## config.mk

```make
export PLATFORM = sky130hd
export DESIGN_NAME = sdm_core
export DESIGN_NICKNAME = d
export VERILOG_FILES = /design/src/sdm_pkg.sv /design/src/sdm_edge.sv /design/src/sdm_ahb_slave.sv /design/src/sdm_core.sv
export SDC_FILE = /design/constraint.sdc
export NUM_CORES = 1
export LEC_CHECK = 0
export BUFFER_PORTS_ARGS = -buffer_cell sky130_fd_sc_hd__clkbuf_2
export CAP_MARGIN = 5
export CELL_PAD_IN_SITES_DETAIL_PLACEMENT = 2
export CELL_PAD_IN_SITES_GLOBAL_PLACEMENT = 2
export CORE_UTILIZATION = 36
export CTS_CLUSTER_SIZE = 28
export DETAILED_ROUTE_END_ITERATION = 10
export PLACE_DENSITY = 0.79
export SLEW_MARGIN = 25
export SYNTH_ARGS = -nofsm -noshare
export SYNTH_HDL_FRONTEND = slang
export SYNTH_SLANG_ARGS = --single-unit
```

## constraint.sdc

```tcl
create_clock -name i_ref_clk -period 5.4 [get_ports i_ref_clk]
set_clock_uncertainty 0.1 [all_clocks]
set_input_delay 0.27 -clock i_ref_clk [delete_from_list [all_inputs] [get_ports i_ref_clk]]
set_output_delay 0.27 -clock i_ref_clk [all_outputs]
set_load 0.01 [all_outputs]
```

## src/sdm_pkg.sv

```systemverilog
// Constants, register map and decode tables for the step and direction control block
// Notes on behaviour
// - Step mode: each step rising edge moves one microstep
// - Dual mode: step rising edge is clockwise microstep
// - Step mode: direction level picks rotation direction
// - Dual mode: direction rising edge is counter-clockwise microstep
// - Enable high runs, low disables; open means enabled
// - Ready output active only while operating normally
// - Mode switch on selects dual-pulse, off step-direction
// - Four current switches select sixteen peak currents
// - Four resolution switches select sixteen microstep counts
package sdm_pkg;
   // ****************************************
   // Bus widths
   // ****************************************
   localparam int DATA_W = 32;
   localparam int ADDR_W = 32;
   localparam int OFS_W = 8;
   localparam int FAULT_W = 5;
   localparam int IRQ_W = 3;
   // ****************************************
   // Register byte offsets
   // ****************************************
   localparam logic [7:0] OFS_CTRL = 8'h00;
   localparam logic [7:0] OFS_STATUS = 8'h04;
   localparam logic [7:0] OFS_POSITION = 8'h08;
   localparam logic [7:0] OFS_IRQ_STATUS = 8'h0c;
   localparam logic [7:0] OFS_IRQ_MASK = 8'h10;
   localparam logic [7:0] OFS_IDLE_TIME = 8'h14;
   localparam logic [7:0] OFS_SETTINGS = 8'h18;
   // ****************************************
   // Field positions
   // ****************************************
   localparam int CTRL_ENABLE_BIT = 0;
   localparam int CTRL_FAULT_CLR_BIT = 1;
   localparam int ST_READY_BIT = 0;
   localparam int ST_DUAL_BIT = 1;
   localparam int ST_CW_BIT = 2;
   localparam int ST_IDLE_BIT = 3;
   localparam int ST_FAULT_LSB = 8;
   localparam int IRQ_FAULT_BIT = 0;
   localparam int IRQ_IDLE_BIT = 1;
   localparam int IRQ_DROP_BIT = 2;
   localparam int SET_USTEP_LSB = 16;
   // ****************************************
   // Reset values
   // ****************************************
   localparam logic RST_ENABLE = 1'b1;
   localparam logic [2:0] RST_IRQ_MASK = 3'h0;
   // ****************************************
   // Timing
   // ****************************************
   localparam int CLK_HZ = 100_000_000;
   localparam int IDLE_TIME_MS = 500;
   localparam logic [31:0] IDLE_CYCLES = 32'(IDLE_TIME_MS * (CLK_HZ / 1000));
   // ****************************************
   // Decode tables
   // ****************************************
   // Peak run current in units of 10 mA, switch code on = 1
   function automatic logic [9:0] run_current_ca(input logic [3:0] code);
      logic [9:0] v;
      v = 10'd0;
      unique case (code)
         4'h0: v = 10'd45;
         4'h1: v = 10'd63;
         4'h2: v = 10'd141;
         4'h3: v = 10'd188;
         4'h4: v = 10'd233;
         4'h5: v = 10'd285;
         4'h6: v = 10'd323;
         4'h7: v = 10'd375;
         4'h8: v = 10'd426;
         4'h9: v = 10'd465;
         4'ha: v = 10'd518;
         4'hb: v = 10'd555;
         4'hc: v = 10'd615;
         4'hd: v = 10'd660;
         4'he: v = 10'd720;
         4'hf: v = 10'd780;
      endcase
      return v;
   endfunction
   // Microsteps per revolution, index counts an off switch as one
   function automatic logic [13:0] usteps_per_rev(input logic [3:0] idx);
      logic [13:0] v;
      v = 14'd0;
      unique case (idx)
         4'h0: v = 14'd400;
         4'h1: v = 14'd500;
         4'h2: v = 14'd600;
         4'h3: v = 14'd800;
         4'h4: v = 14'd1000;
         4'h5: v = 14'd1200;
         4'h6: v = 14'd1600;
         4'h7: v = 14'd2000;
         4'h8: v = 14'd2400;
         4'h9: v = 14'd3200;
         4'ha: v = 14'd4000;
         4'hb: v = 14'd5000;
         4'hc: v = 14'd6000;
         4'hd: v = 14'd6400;
         4'he: v = 14'd8000;
         4'hf: v = 14'd10000;
      endcase
      return v;
   endfunction
endpackage

```

## src/sdm_edge.sv

```systemverilog
// Rising edge detector for the step and direction inputs
`timescale 1ns/10ps
module sdm_edge (
   input wire logic i_ref_clk,
   input wire logic i_rstn,
   input wire logic [1:0] i_level,
   output logic [1:0] o_level,
   output logic [1:0] o_rise
);
   // ****************************************
   // State
   // ****************************************
   typedef struct packed {
      logic [1:0] prev;  // Input seen last cycle
      logic [1:0] rise;  // One-cycle rise pulse
   } sdm_edge_s;
   sdm_edge_s st_reg;
   sdm_edge_s st_next;

   // Edge detect; inputs are already synchronous so no extra stage
   always_comb begin
      st_next = st_reg;
      st_next.prev = i_level;
      st_next.rise = i_level & ~st_reg.prev;
   end

   // Register the state
   always_ff @(posedge i_ref_clk or negedge i_rstn) begin
      if (!i_rstn) begin
         st_reg <= '0;
      end else begin
         st_reg <= st_next;
      end
   end

   assign o_level = st_reg.prev;
   assign o_rise = st_reg.rise;
endmodule

```

## src/sdm_ahb_slave.sv

```systemverilog
// AHB-Lite slave front end: address capture and one wait state
`timescale 1ns/10ps
module sdm_ahb_slave (
   input wire logic i_ref_clk,
   input wire logic i_rstn,
   input wire logic i_hsel,
   input wire logic [sdm_pkg::ADDR_W-1:0] i_haddr,
   input wire logic [1:0] i_htrans,
   input wire logic i_hwrite,
   input wire logic i_hready,
   output logic o_hreadyout,
   output logic o_access,
   output logic o_write,
   output logic [sdm_pkg::OFS_W-1:0] o_addr
);
   import sdm_pkg::*;
   // ****************************************
   // State
   // ****************************************
   typedef struct packed {
      logic pend;               // Data phase in progress
      logic wr;                 // Pending access is a write
      logic [OFS_W-1:0] addr;   // Captured byte offset
      logic rdy;                // Registered hreadyout
   } sdm_ahb_s;
   sdm_ahb_s st_reg;
   sdm_ahb_s st_next;
   logic take;

   // Capture a NONSEQ or SEQ address phase; stall one cycle so read data
   // can come from a flop rather than a long decode path
   always_comb begin
      st_next = st_reg;
      take = i_hsel && i_htrans[1] && i_hready;
      if (st_reg.pend) begin
         // Wait state this cycle; access completes in the next
         st_next.pend = 1'b0;
         st_next.rdy = 1'b1;
      end else if (take) begin
         st_next.pend = 1'b1;
         st_next.wr = i_hwrite;
         st_next.addr = i_haddr[OFS_W-1:0];
         st_next.rdy = 1'b0;
      end
   end

   // Register the state
   always_ff @(posedge i_ref_clk or negedge i_rstn) begin
      if (!i_rstn) begin
         st_reg <= '{pend: 1'b0, wr: 1'b0, addr: '0, rdy: 1'b1};
      end else begin
         st_reg <= st_next;
      end
   end

   assign o_hreadyout = st_reg.rdy;
   assign o_access = st_reg.pend;
   assign o_write = st_reg.wr;
   assign o_addr = st_reg.addr;
endmodule

```

## src/sdm_core.sv

```systemverilog
// Step and direction control core with register file and interrupt
`timescale 1ns/10ps
module sdm_core #(
   parameter logic [31:0] P_IDLE_CYCLES = sdm_pkg::IDLE_CYCLES
) (
   input wire logic i_ref_clk,
   input wire logic i_rstn,
   // Isolated control inputs
   input wire logic i_step_pulse_in,
   input wire logic i_dir_in,
   input wire logic i_drive_enable_in,
   input wire logic i_pulse_mode_select,
   input wire logic [3:0] i_run_current_code,
   input wire logic [3:0] i_resolution_code,
   input wire logic [sdm_pkg::FAULT_W-1:0] i_fault,
   // AHB-Lite slave
   input wire logic i_hsel,
   input wire logic [sdm_pkg::ADDR_W-1:0] i_haddr,
   input wire logic [1:0] i_htrans,
   input wire logic i_hwrite,
   input wire logic [2:0] i_hsize,
   input wire logic i_hready,
   input wire logic [sdm_pkg::DATA_W-1:0] i_hwdata,
   output logic [sdm_pkg::DATA_W-1:0] o_hrdata,
   output logic o_hreadyout,
   output logic o_hresp,
   // Drive outputs
   output logic o_step,
   output logic o_step_cw,
   output logic [31:0] o_position,
   output logic [9:0] o_current_ca,
   output logic [13:0] o_usteps_rev,
   output logic o_ready,
   output logic o_irq
);
   import sdm_pkg::*;
   // ****************************************
   // Overview
   // ****************************************
   // Pins to o_step take two clocks in both modes:
   // one for the edge detector, one for the decision.
   // Every output but o_hresp is a flop of a state register,
   // at the price of one cycle on ready and current.
   // A step refused while halted is dropped, never
   // queued: a replay would move the shaft later.
   // Faults latch until software clears them, so a
   // glitch on a cause line cannot restart the motor.

   // ****************************************
   // State
   // ****************************************
   // All state lives in one struct: one comb pass fills
   // the copy, one flop process registers it, so no
   // field can slip out of the reset
   typedef struct packed {
      logic en_sw;              // Software enable
      logic [FAULT_W-1:0] flt;  // Latched fault causes
      logic [IRQ_W-1:0] irq_st; // Sticky event flags
      logic [IRQ_W-1:0] irq_mk; // Event mask
      logic [31:0] idle_time;   // Idle interval in cycles
      logic [31:0] idle_cnt;    // Cycles since last step
      logic idle;               // Idle current active
      logic [31:0] pos;         // Signed microstep position
      logic step;               // Microstep pulse out
      logic cw;                 // Direction of last move
      logic dual;               // Dual-pulse mode
      logic ready;              // Ready output
      logic irq;                // Interrupt output
      logic [9:0] cur;          // Commanded current
      logic [13:0] ustep;       // Microsteps per revolution
      logic [31:0] rdata;       // Read data
   } sdm_core_s;
   sdm_core_s st_reg;
   sdm_core_s st_next;

   // ****************************************
   // Submodules
   // ****************************************
   // Wires from the two helpers
   logic [1:0] in_level;
   logic [1:0] in_rise;
   logic acc;
   logic acc_wr;
   logic [OFS_W-1:0] acc_addr;

   // Edges of step (bit 0) and direction (bit 1)
   // Levels come back one cycle late to line up
   // with the rise pulses
   sdm_edge u_edge (
      .i_ref_clk(i_ref_clk),
      .i_rstn(i_rstn),
      .i_level({i_dir_in, i_step_pulse_in}),
      .o_level(in_level),
      .o_rise(in_rise)
   );

   // Bus front end
   // Always one wait state; read data leaves from a
   // flop, which keeps the decode off the bus path
   sdm_ahb_slave u_ahb (
      .i_ref_clk(i_ref_clk),
      .i_rstn(i_rstn),
      .i_hsel(i_hsel),
      .i_haddr(i_haddr),
      .i_htrans(i_htrans),
      .i_hwrite(i_hwrite),
      .i_hready(i_hready),
      .o_hreadyout(o_hreadyout),
      .o_access(acc),
      .o_write(acc_wr),
      .o_addr(acc_addr)
   );

   // ****************************************
   // Next-state logic
   // ****************************************
   // Per-cycle helpers, each set in the pass before it is read
   logic operating;
   logic step_req;
   logic step_cw;
   logic moved;
   logic wr;
   logic [IRQ_W-1:0] ev;
   logic [IRQ_W-1:0] w1c;
   logic [FAULT_W-1:0] flt_now;
   logic [9:0] run_cur;

   // One pass builds the whole next state: stepping
   // first, then faults and the idle timer, then the
   // register writes, which win on shared fields.
   // Sticky flags merge new events after the clear,
   // so an event is never lost to a write.
   // Reads use registered state only.
   always_comb begin
      st_next = st_reg;
      ev = '0;
      w1c = '0;
      wr = acc && acc_wr;
      flt_now = st_reg.flt | i_fault;
      st_next.dual = i_pulse_mode_select;
      operating = i_drive_enable_in && st_reg.en_sw && (st_reg.flt == '0);
      // Work out requested move for this cycle
      // The direction latch only moves with an accepted
      // step, so o_step_cw never shows a refused pulse.
      // Dual mode needs no direction setup time.
      step_req = 1'b0;
      step_cw = st_reg.cw;
      if (st_reg.dual) begin
         if (in_rise[0] && !in_rise[1]) begin
            step_req = 1'b1;
            step_cw = 1'b1;
         end else if (in_rise[1] && !in_rise[0]) begin
            step_req = 1'b1;
            step_cw = 1'b0;
         end
         // Both edges together cancel out: net motion zero
         // A controller firing both lines at once is out of
         // spec; cancelling keeps the position count honest
      end else begin
         if (in_rise[0]) begin
            step_req = 1'b1;
            step_cw = in_level[1];
         end
      end
      // Refused steps still raise a flag, so software sees
      // a controller that kept pulsing into a halted drive
      // faults halt stepping
      moved = step_req && operating;
      st_next.step = moved;
      if (moved) begin
         st_next.cw = step_cw;
         st_next.pos = step_cw ? st_reg.pos + 32'h1 : st_reg.pos - 32'h1;
      end
      if (step_req && !operating) begin
         ev[IRQ_DROP_BIT] = 1'b1;
      end
      if ((i_fault & ~st_reg.flt) != '0) begin
         ev[IRQ_FAULT_BIT] = 1'b1;
      end
      st_next.flt = flt_now;
      // The counter stops at the interval rather than
      // wrapping, so a long pause never restores full
      // current by itself. Rewriting the interval does
      // not leave idle; only an accepted step does.
      // idle timer
      if (moved) begin
         st_next.idle_cnt = '0;
         st_next.idle = 1'b0;
      end else if (st_reg.idle_cnt < st_reg.idle_time) begin
         st_next.idle_cnt = st_reg.idle_cnt + 32'h1;
      end else if (!st_reg.idle) begin
         st_next.idle = 1'b1;
         ev[IRQ_IDLE_BIT] = 1'b1;
      end
      // Decoding the switches every cycle lets a changed
      // code take effect without a restart
      // run current decode
      run_cur = run_current_ca(i_run_current_code);
      // Halving is a shift: cheap, and close enough for
      // coil heating; a finer ratio needs a multiplier.
      // It follows the switch code live.
      // idle level is half the run current
      st_next.cur = st_next.idle ? {1'b0, run_cur[9:1]} : run_cur;
      st_next.ustep = usteps_per_rev(~i_resolution_code);
      // Register writes
      // Only the low address byte is decoded, so the map
      // repeats every 256 bytes; read-only offsets ignore
      // writes
      if (wr) begin
         unique case (acc_addr)
            OFS_CTRL: begin
               st_next.en_sw = i_hwdata[CTRL_ENABLE_BIT];
               // Fault clear only drops causes that have gone away
               if (i_hwdata[CTRL_FAULT_CLR_BIT]) begin
                  st_next.flt = i_fault;
               end
            end
            OFS_IRQ_STATUS: w1c = i_hwdata[IRQ_W-1:0];
            OFS_IRQ_MASK: st_next.irq_mk = i_hwdata[IRQ_W-1:0];
            OFS_IDLE_TIME: st_next.idle_time = i_hwdata;
            default: ;
         endcase
      end
      // Sticky flags: a new event beats a write-one clear
      st_next.irq_st = (st_reg.irq_st & ~w1c) | ev;
      // Interrupt follows the next state, rising with the flag
      st_next.irq = |(st_next.irq_st & st_next.irq_mk);
      // Ready uses the next enable and fault state, so it
      // drops in the same cycle the fault latches
      // ready while operating
      st_next.ready = i_drive_enable_in && st_next.en_sw && (st_next.flt == '0);
      // Read data captured in the first data-phase cycle
      // and held until the next read; writes leave it
      // alone so a late sample still sees the old word
      st_next.rdata = '0;
      if (acc && !acc_wr) begin
         unique case (acc_addr)
            OFS_CTRL: st_next.rdata[CTRL_ENABLE_BIT] = st_reg.en_sw;
            OFS_STATUS: begin
               st_next.rdata[ST_READY_BIT] = st_reg.ready;
               st_next.rdata[ST_DUAL_BIT] = st_reg.dual;
               st_next.rdata[ST_CW_BIT] = st_reg.cw;
               st_next.rdata[ST_IDLE_BIT] = st_reg.idle;
               st_next.rdata[ST_FAULT_LSB +: FAULT_W] = st_reg.flt;
            end
            OFS_POSITION: st_next.rdata = st_reg.pos;
            OFS_IRQ_STATUS: st_next.rdata[IRQ_W-1:0] = st_reg.irq_st;
            OFS_IRQ_MASK: st_next.rdata[IRQ_W-1:0] = st_reg.irq_mk;
            OFS_IDLE_TIME: st_next.rdata = st_reg.idle_time;
            OFS_SETTINGS: begin
               st_next.rdata[9:0] = st_reg.cur;
               st_next.rdata[SET_USTEP_LSB +: 14] = st_reg.ustep;
            end
            // Unmapped offsets read zero
            default: ;
         endcase
      end else begin
         st_next.rdata = st_reg.rdata;
      end
   end

   // ****************************************
   // State register
   // ****************************************
   // Reset: drive not ready until the first clocked evaluation
   // Software enable starts set so a board with no bus
   // master runs from the pins alone; the mask starts
   // clear so nothing interrupts before software sets
   // it up. Position starts at zero, direction cw.
   always_ff @(posedge i_ref_clk or negedge i_rstn) begin
      if (!i_rstn) begin
         st_reg <= '{en_sw: RST_ENABLE, flt: '0, irq_st: '0, irq_mk: RST_IRQ_MASK,
                     idle_time: P_IDLE_CYCLES, idle_cnt: '0, idle: 1'b0, pos: '0,
                     step: 1'b0, cw: 1'b1, dual: 1'b0, ready: 1'b0, irq: 1'b0,
                     cur: '0, ustep: '0, rdata: '0};
      end else begin
         st_reg <= st_next;
      end
   end

   // ****************************************
   // Outputs
   // ****************************************
   // All but o_hresp straight from the state register, no logic in between
   assign o_hrdata = st_reg.rdata;
   // No error response exists: every offset answers
   assign o_hresp = 1'b0;
   assign o_step = st_reg.step;
   assign o_step_cw = st_reg.cw;
   assign o_position = st_reg.pos;
   assign o_current_ca = st_reg.cur;
   assign o_usteps_rev = st_reg.ustep;
   assign o_ready = st_reg.ready;
   assign o_irq = st_reg.irq;
endmodule

```

==> Yosys cells after proc, flatten, opt, wreduce, memory -nomap -nowiden <==
Memory sizes are Yosys's and may differ from the RTL's. A register that Yosys moved wholly into a read port is not among the register bits.
Index checks and enable logic that the tools add are counted.
{ "word_totals": {"regBits": 185, "romBits": 352, "in_bits": 91, "out_inout_bits": 94, "elab_cells": 109, "memories": 2} }
{ "op_classes": {"addsub": 3, "magnitude_cmp": 1, "eq_ne": 6, "mux": 38, "bitwise_logic": 11, "reduce_logical": 26} }
{ "memory_table": {"columns": ["memory", "words", "word_bits", "rd", "rd_ports_with_merged_regs", "write_ports", "line", "rtl"], "rows": [
  ["(name not given)", 16, 12, 1, 1, 0, "sdm_pkg.sv:87", "unique case (idx)"],
  ["(name not given)", 16, 10, 1, 0, 0, "sdm_pkg.sv:63", "unique case (code)"]
]} }
{ "ops": {"columns": ["op", "count"], "rows": [
  ["$mux 32", 3],
  ["$add 32x1->32 const B", 2],
  ["$pmux 14 s3", 1],
  ["$mux 35", 1],
  ["$mux 33", 1],
  ["$lt 32x32->1", 1],
  ["$sub 32x1->32 const B", 1],
  ["$eq 8x5->1 const B", 3],
  ["$eq 8x4->1 const B", 2],
  ["$mux 1", 16],
  ["$logic_and 1x1->1", 12],
  ["$mux 6", 2],
  ["$pmux 2 s6", 1],
  ["$pmux 4 s3", 1],
  ["$mux 11", 1],
  ["$logic_not 5->1", 2],
  ["$mux 10", 1],
  ["$mux 3", 3],
  ["$pmux 3 s3", 1],
  ["$eq 8x3->1 const B", 1],
  ["$logic_not 8->1", 1],
  ["$pmux 2 s4", 1],
  ["$pmux 1 s7", 1],
  ["$and 3x3->3", 2],
  ["other kinds (18)", 24]
]} }

==> Longest topological paths before layout <==
{ "depth": {"depth_word": 10, "ltp_mapped": 17, "depth_no_buf": 16} }

==> By module <==
A second synthesis with hierarchy kept.
{ "hier_totals": {"hier_cells": 1158, "hier_area_um2": 11173.2} }
{ "by_module_without_submodules": {"columns": ["module", "n_inst", "cells_each", "area_per_inst_um2", "seq_area_each_um2"], "rows": [
  ["sdm_core", 1, 1128, 10627.7, 4221.5],
  ["sdm_ahb_slave", 1, 24, 417.9, 276.5],
  ["sdm_edge", 1, 6, 127.6, 100.1]
]} }

==> Worst setup path after synthesis <==
OpenSTA, ideal clock, no wires.
{ "synth_path": {"path_kind": "register to register", "startpoint": "register u_edge.st_reg, in the netlist u_edge.o_rise[0]", "endpoint": "register st_reg, in the netlist o_position[30]", "setup_ps": 129, "arrival_ps": 3672, "t_required_ps": 5171, "path_slack_ps": 1500, "path_stages_with_launch": 17, "path_buffers": 0, "synth_period_minus_slack_ps": 3900, "path_cell_list": "dfrtp_1 inv_1 ha_1 inv_1 a21oi_1 nand2_1 o21a_1 inv_1 ha_1 nor2b_1 o31a_1 o31a_1 a221o_1 a41o_1 a211oi_1 xor2_1 o21ai_1"} }
{ "synth_between": {"elab_chain_cells": 6, "elab_cells_between_ends": 13, "classes_between": "9 x mux; 4 x reduce/logical"} }
{ "synth_lines": {"columns": ["element", "line", "rtl"], "rows": [
  ["start: declaration", "sdm_edge.sv:17", "sdm_edge_s st_reg;"],
  ["start signal: assignment", "sdm_edge.sv:32", "st_reg <= st_next;"],
  ["$logic_not 1->1", "sdm_core.sv:152", "end else if (in_rise[1] && !in_rise[0]) begin"],
  ["$logic_and 1x1->1", "sdm_core.sv:152", null],
  ["$mux 1", "sdm_core.sv:152", null],
  ["$mux 1", "sdm_core.sv:149", "if (in_rise[0] && !in_rise[1]) begin"],
  ["$mux 1 *", "sdm_core.sv:148", "if (st_reg.dual) begin"],
  ["named net step_cw", "sdm_core.sv:120", "logic step_cw;"],
  ["$mux 32 *", "sdm_core.sv:172", "st_next.pos = step_cw ? st_reg.pos + 32'h1 : st_reg.pos - 32'h1;"],
  ["end signal: assignment", "sdm_core.sv:272", "st_reg <= '{en_sw: RST_ENABLE, flt: '0, irq_st: '0, irq_mk: RST_IRQ_MASK,"],
  ["end signal: assignment", "sdm_core.sv:277", "st_reg <= st_next;"],
  ["end: declaration", "sdm_core.sv:73", "sdm_core_s st_reg;"]
]} }
The timed path passes the listed nets; every way through them passes the cells marked *.
A chain may end at the register's enable or synchronous reset.

==> Worst setup path after layout <==
Ends and elaborated chain as after synthesis.

==> results by group <==
Layout
  • Number of fill cells: 3,321
  • Final net count: 1,462
  • Layout area overhead: 13.3%
  • Max reg flops: 78
  • N_diodes: 0
  • Finished Core Util: 41.9%
  • Final cell count without fillers: 1,704
  • Layout cells sized above 1: 20.5%

Clock tree
  • Clk buf depth: 2
  • CTS Root Cell: clkbuf_16
  • Reg clk slew, reported paths: 0.08 ns
  • Post-CTS Setup Inserts: 0
  • H-tree depth: 4
  • Post-CTS Hold Fix Bufs: 48
  • Worst-Skew Late Latency: 0.46 ns
  • CTS tree: yes
  • CTS Sinks: 183
  • Total CTS buffers: 17
  • Post-CTS Resized: 0

GRT
  • Largest net degree at the start of global routing: 98
  • Number of global-route vias before repair: 10,900
  • Initial antenna violation count: 1
  • Congestion Overflow GR: 0
  • First-pass GRT wire length: 64,000 microns
  • Total GRT Usage: 25.5%

Routing
  • Residual DRC count: 0
  • DR vias: 9,898
  • Final ANT Viol Nets: 0
  • First drt pass iteration count: 8
  • DR iter-0 viols: 667
  • Post-Route WL: 40,800 microns
  • Vias per cell: 5.81
  • Avg WL per Cell: 23.9 microns

Worst setup path
  • WP data arrival: 4.45 ns
  • Cell family with most CP delay: compound AO/OA/AOI/OAI gates
  • Crit. End Element: flip-flop
  • CP Class: flip-flop to flip-flop
  • Worst Path Required: 5.60 ns
  • Crit-path max FO: 12
  • Reg2reg start: u_edge.o_rise[0]
  • Stages on worst setup path: 17
  • R2R Path End: o_position[30]
  • Slowest-stage cell, CP: a221o_1
  • CP Cell Sequence: inv_1 > ha_1 > inv_1 > a21oi_1 > nand2_1 > o21a_1 > inv_1 > buf_4 > ha_1 > or2_2 > a21oi_1 > a21oi_1 > a221o_1 > a41o_1 > a211oi_1 > xor2_1 > o21ai_1
  • R2R depth: 17
  • Worst path max stage delay: 0.44 ns
  • R2R Setup Slk: 1.15 ns
  • Crit start category: flip-flop
  • Worst Path Buf+Inv: 4

Flow run
  • MaxCap Viol Count: 0

Timing
  • Fin Setup TNS: 0 ns
  • Slew Limit Fails: 0
  • Final setup viols: 0
  • Fmax: 0.236 GHz
  • RSZ-0062 raised after global routing: no
  • Final Cycle Share: 78.6%
  • Min cycle time layout: 4.25 ns
  • Worst slew pin tran: 0.975 ns
  • Final hold violations: 0
  • Relative slew slack: 35.0%

Floorplanning
  • Die width: 180 microns
  • Initial Utilization: 37.0%
  • Boundary Pins: 185
  • Core Region: 0.0309 sq mm
  • Row count: 64
  • Total die area: 0.0325 sq mm
  • Die height: 180 microns

Placement
  • Cells after DPL: 1,624
  • HPWL Detailed: 28,000 microns
  • GPL Wtd Cong: 0.825
  • Port buffer count: 153

Outcome
  • Status: finished, final reports clean

Yosys
  • FFs w/ async S/R, synth: 100%
  • Seq/Total Area, Yosys: 40.2%
  • Top_reg_cell synth: dfrtp_1
  • Top post-synthesis cells by count: 168 x dfrtp_1, 140 x nand2_1, 89 x buf_4, 85 x o21ai_0, 75 x ha_1
  • Synth area leader: dfrtp_1
  • Avg Cell Area, Syn: 9.42 sq um
  • Most common cell in the netlist: dfrtp_1
  • Synthesized area: 0.0114 sq mm
  • Top post-synthesis cells by area: dfrtp_1 37%, ha_1 8.2%, buf_4 5.8%
  • Synth Register Bits: 183
  • Cell variety after synth: 69
  • Synth top area share: 36.8%
  • Mapped Cells: 1,213
  • Yosys warnings: 0
  • EDFF count, synth: 0

Worst hold path
  • Hold Path Class: input port to flip-flop
  • Worst hold stages: 2
  • Hold path start: i_resolution_code[1]
  • Hold path endpoint: o_usteps_rev[9]

Pwr
  • P_leak: 0.00608 uW
  • VDD IR max: 0.255 mV
  • Pwr Density: 287 mW/mm^2
power by group:
group	internal [uW]	switching, uW	total [uW]
sequential	1490	158	1650
clock	675	669	1340
combinational	289	434	722
worst max-delay path by stage:
stage                     end             start  slack (ns)
3_5_place_dp   o_position[30]  u_edge.o_rise[0]        1.22
5_1_grt        o_position[31]  u_edge.o_rise[0]        0.87
4_1_cts        o_position[30]  u_edge.o_rise[0]        1.15
2_1_floorplan  o_position[30]  u_edge.o_rise[0]        1.50
3_3_place_gp   o_position[30]  u_edge.o_rise[0]        1.29
6_report       o_position[30]  u_edge.o_rise[0]        1.15
worst register-to-register path, delay by kind of cell (launching register included):
family | cells | cell delay [ns]
DFF | 1 | 0.41
buffers and inverters | 4 | 0.71
xor gates and xnor gates | 1 | 0.18
adders and majority gates | 2 | 0.59
and+or+nand+nor | 2 | 0.39
AOI/OAI and AO/OA | 8 | 1.71
routing by layer:
metal / share of wire [%] / up-vias / track usage [%]
met4: 3.3 / 0 / 9.88
met2: 50 / 219 / 44.3
li1: - / 4437 / -
met3: 3.6 / 79 / 3.27
met5: 0 / - / 0
met1: 43 / 5163 / 32.2
cell usage in the layout, fill, tap and decap left out, drive strengths merged, types with 9 or more instances in the layout:
master,count
clkbuf,171
dfrtp,168
nand2,140
o21ai,86
ha,75
inv,73
nor2,61
dlygate4sd3,48
a21oi,45
mux2,39
a21o,27
nand3,26
nand2b,25
nand4,21
mux2i,21
a222oi,21
xor2,20
xnor2,16
dfstp,15
a211oi,14
o311ai,14
nor3,13
and3,12
nor4,12
o41ai,11
a221oi,10
o31ai,9
buf,9
area by class of cell:
class	count	area, sq um	area share [%]
Sequential cell	183	4600	35.5
Clock inverter	14	161	1.25
Clock buffer	18	439	3.39
Multi-Input combinational cell	818	5690	43.9
Inverter	65	244	1.88
Tap cell	396	495	3.83
Timing Repair Buffer	210	1320	10.2
cells by family after synthesis:
kind of cell | after synthesis | synth area share, %
and+or+nand+nor | 343 | 14.6
AOI/OAI and AO/OA | 298 | 17.8
buffers and inverters | 214 | 10.1
DFF | 183 | 40.2
adders and majority gates | 76 | 8.39
muxes | 62 | 6.08
xor gates and xnor gates | 36 | 2.76
other | 1 | 0.0328
metrics by stage:
| stage | instance area (sq um) | power (uW) | hold slack [ns] | setup slack [ns] |
|---|---|---|---|---|
| 4_1_cts | 12900 | 3690 | 0.0170 | 1.15 |
| 5_1_grt | 12900 | 3870 | 0.0362 | 0.868 |
| 3_5_place_dp | 11900 | 2340 | 0.302 | 1.22 |
| 3_3_place_gp | 11900 | 2290 | 0.291 | 1.29 |
| 6_report | 12900 | 3710 | 0.0274 | 1.15 |
| 2_1_floorplan | 11400 | 2090 | -0.126 | 1.50 |
(Power assumes the default switching activity.)
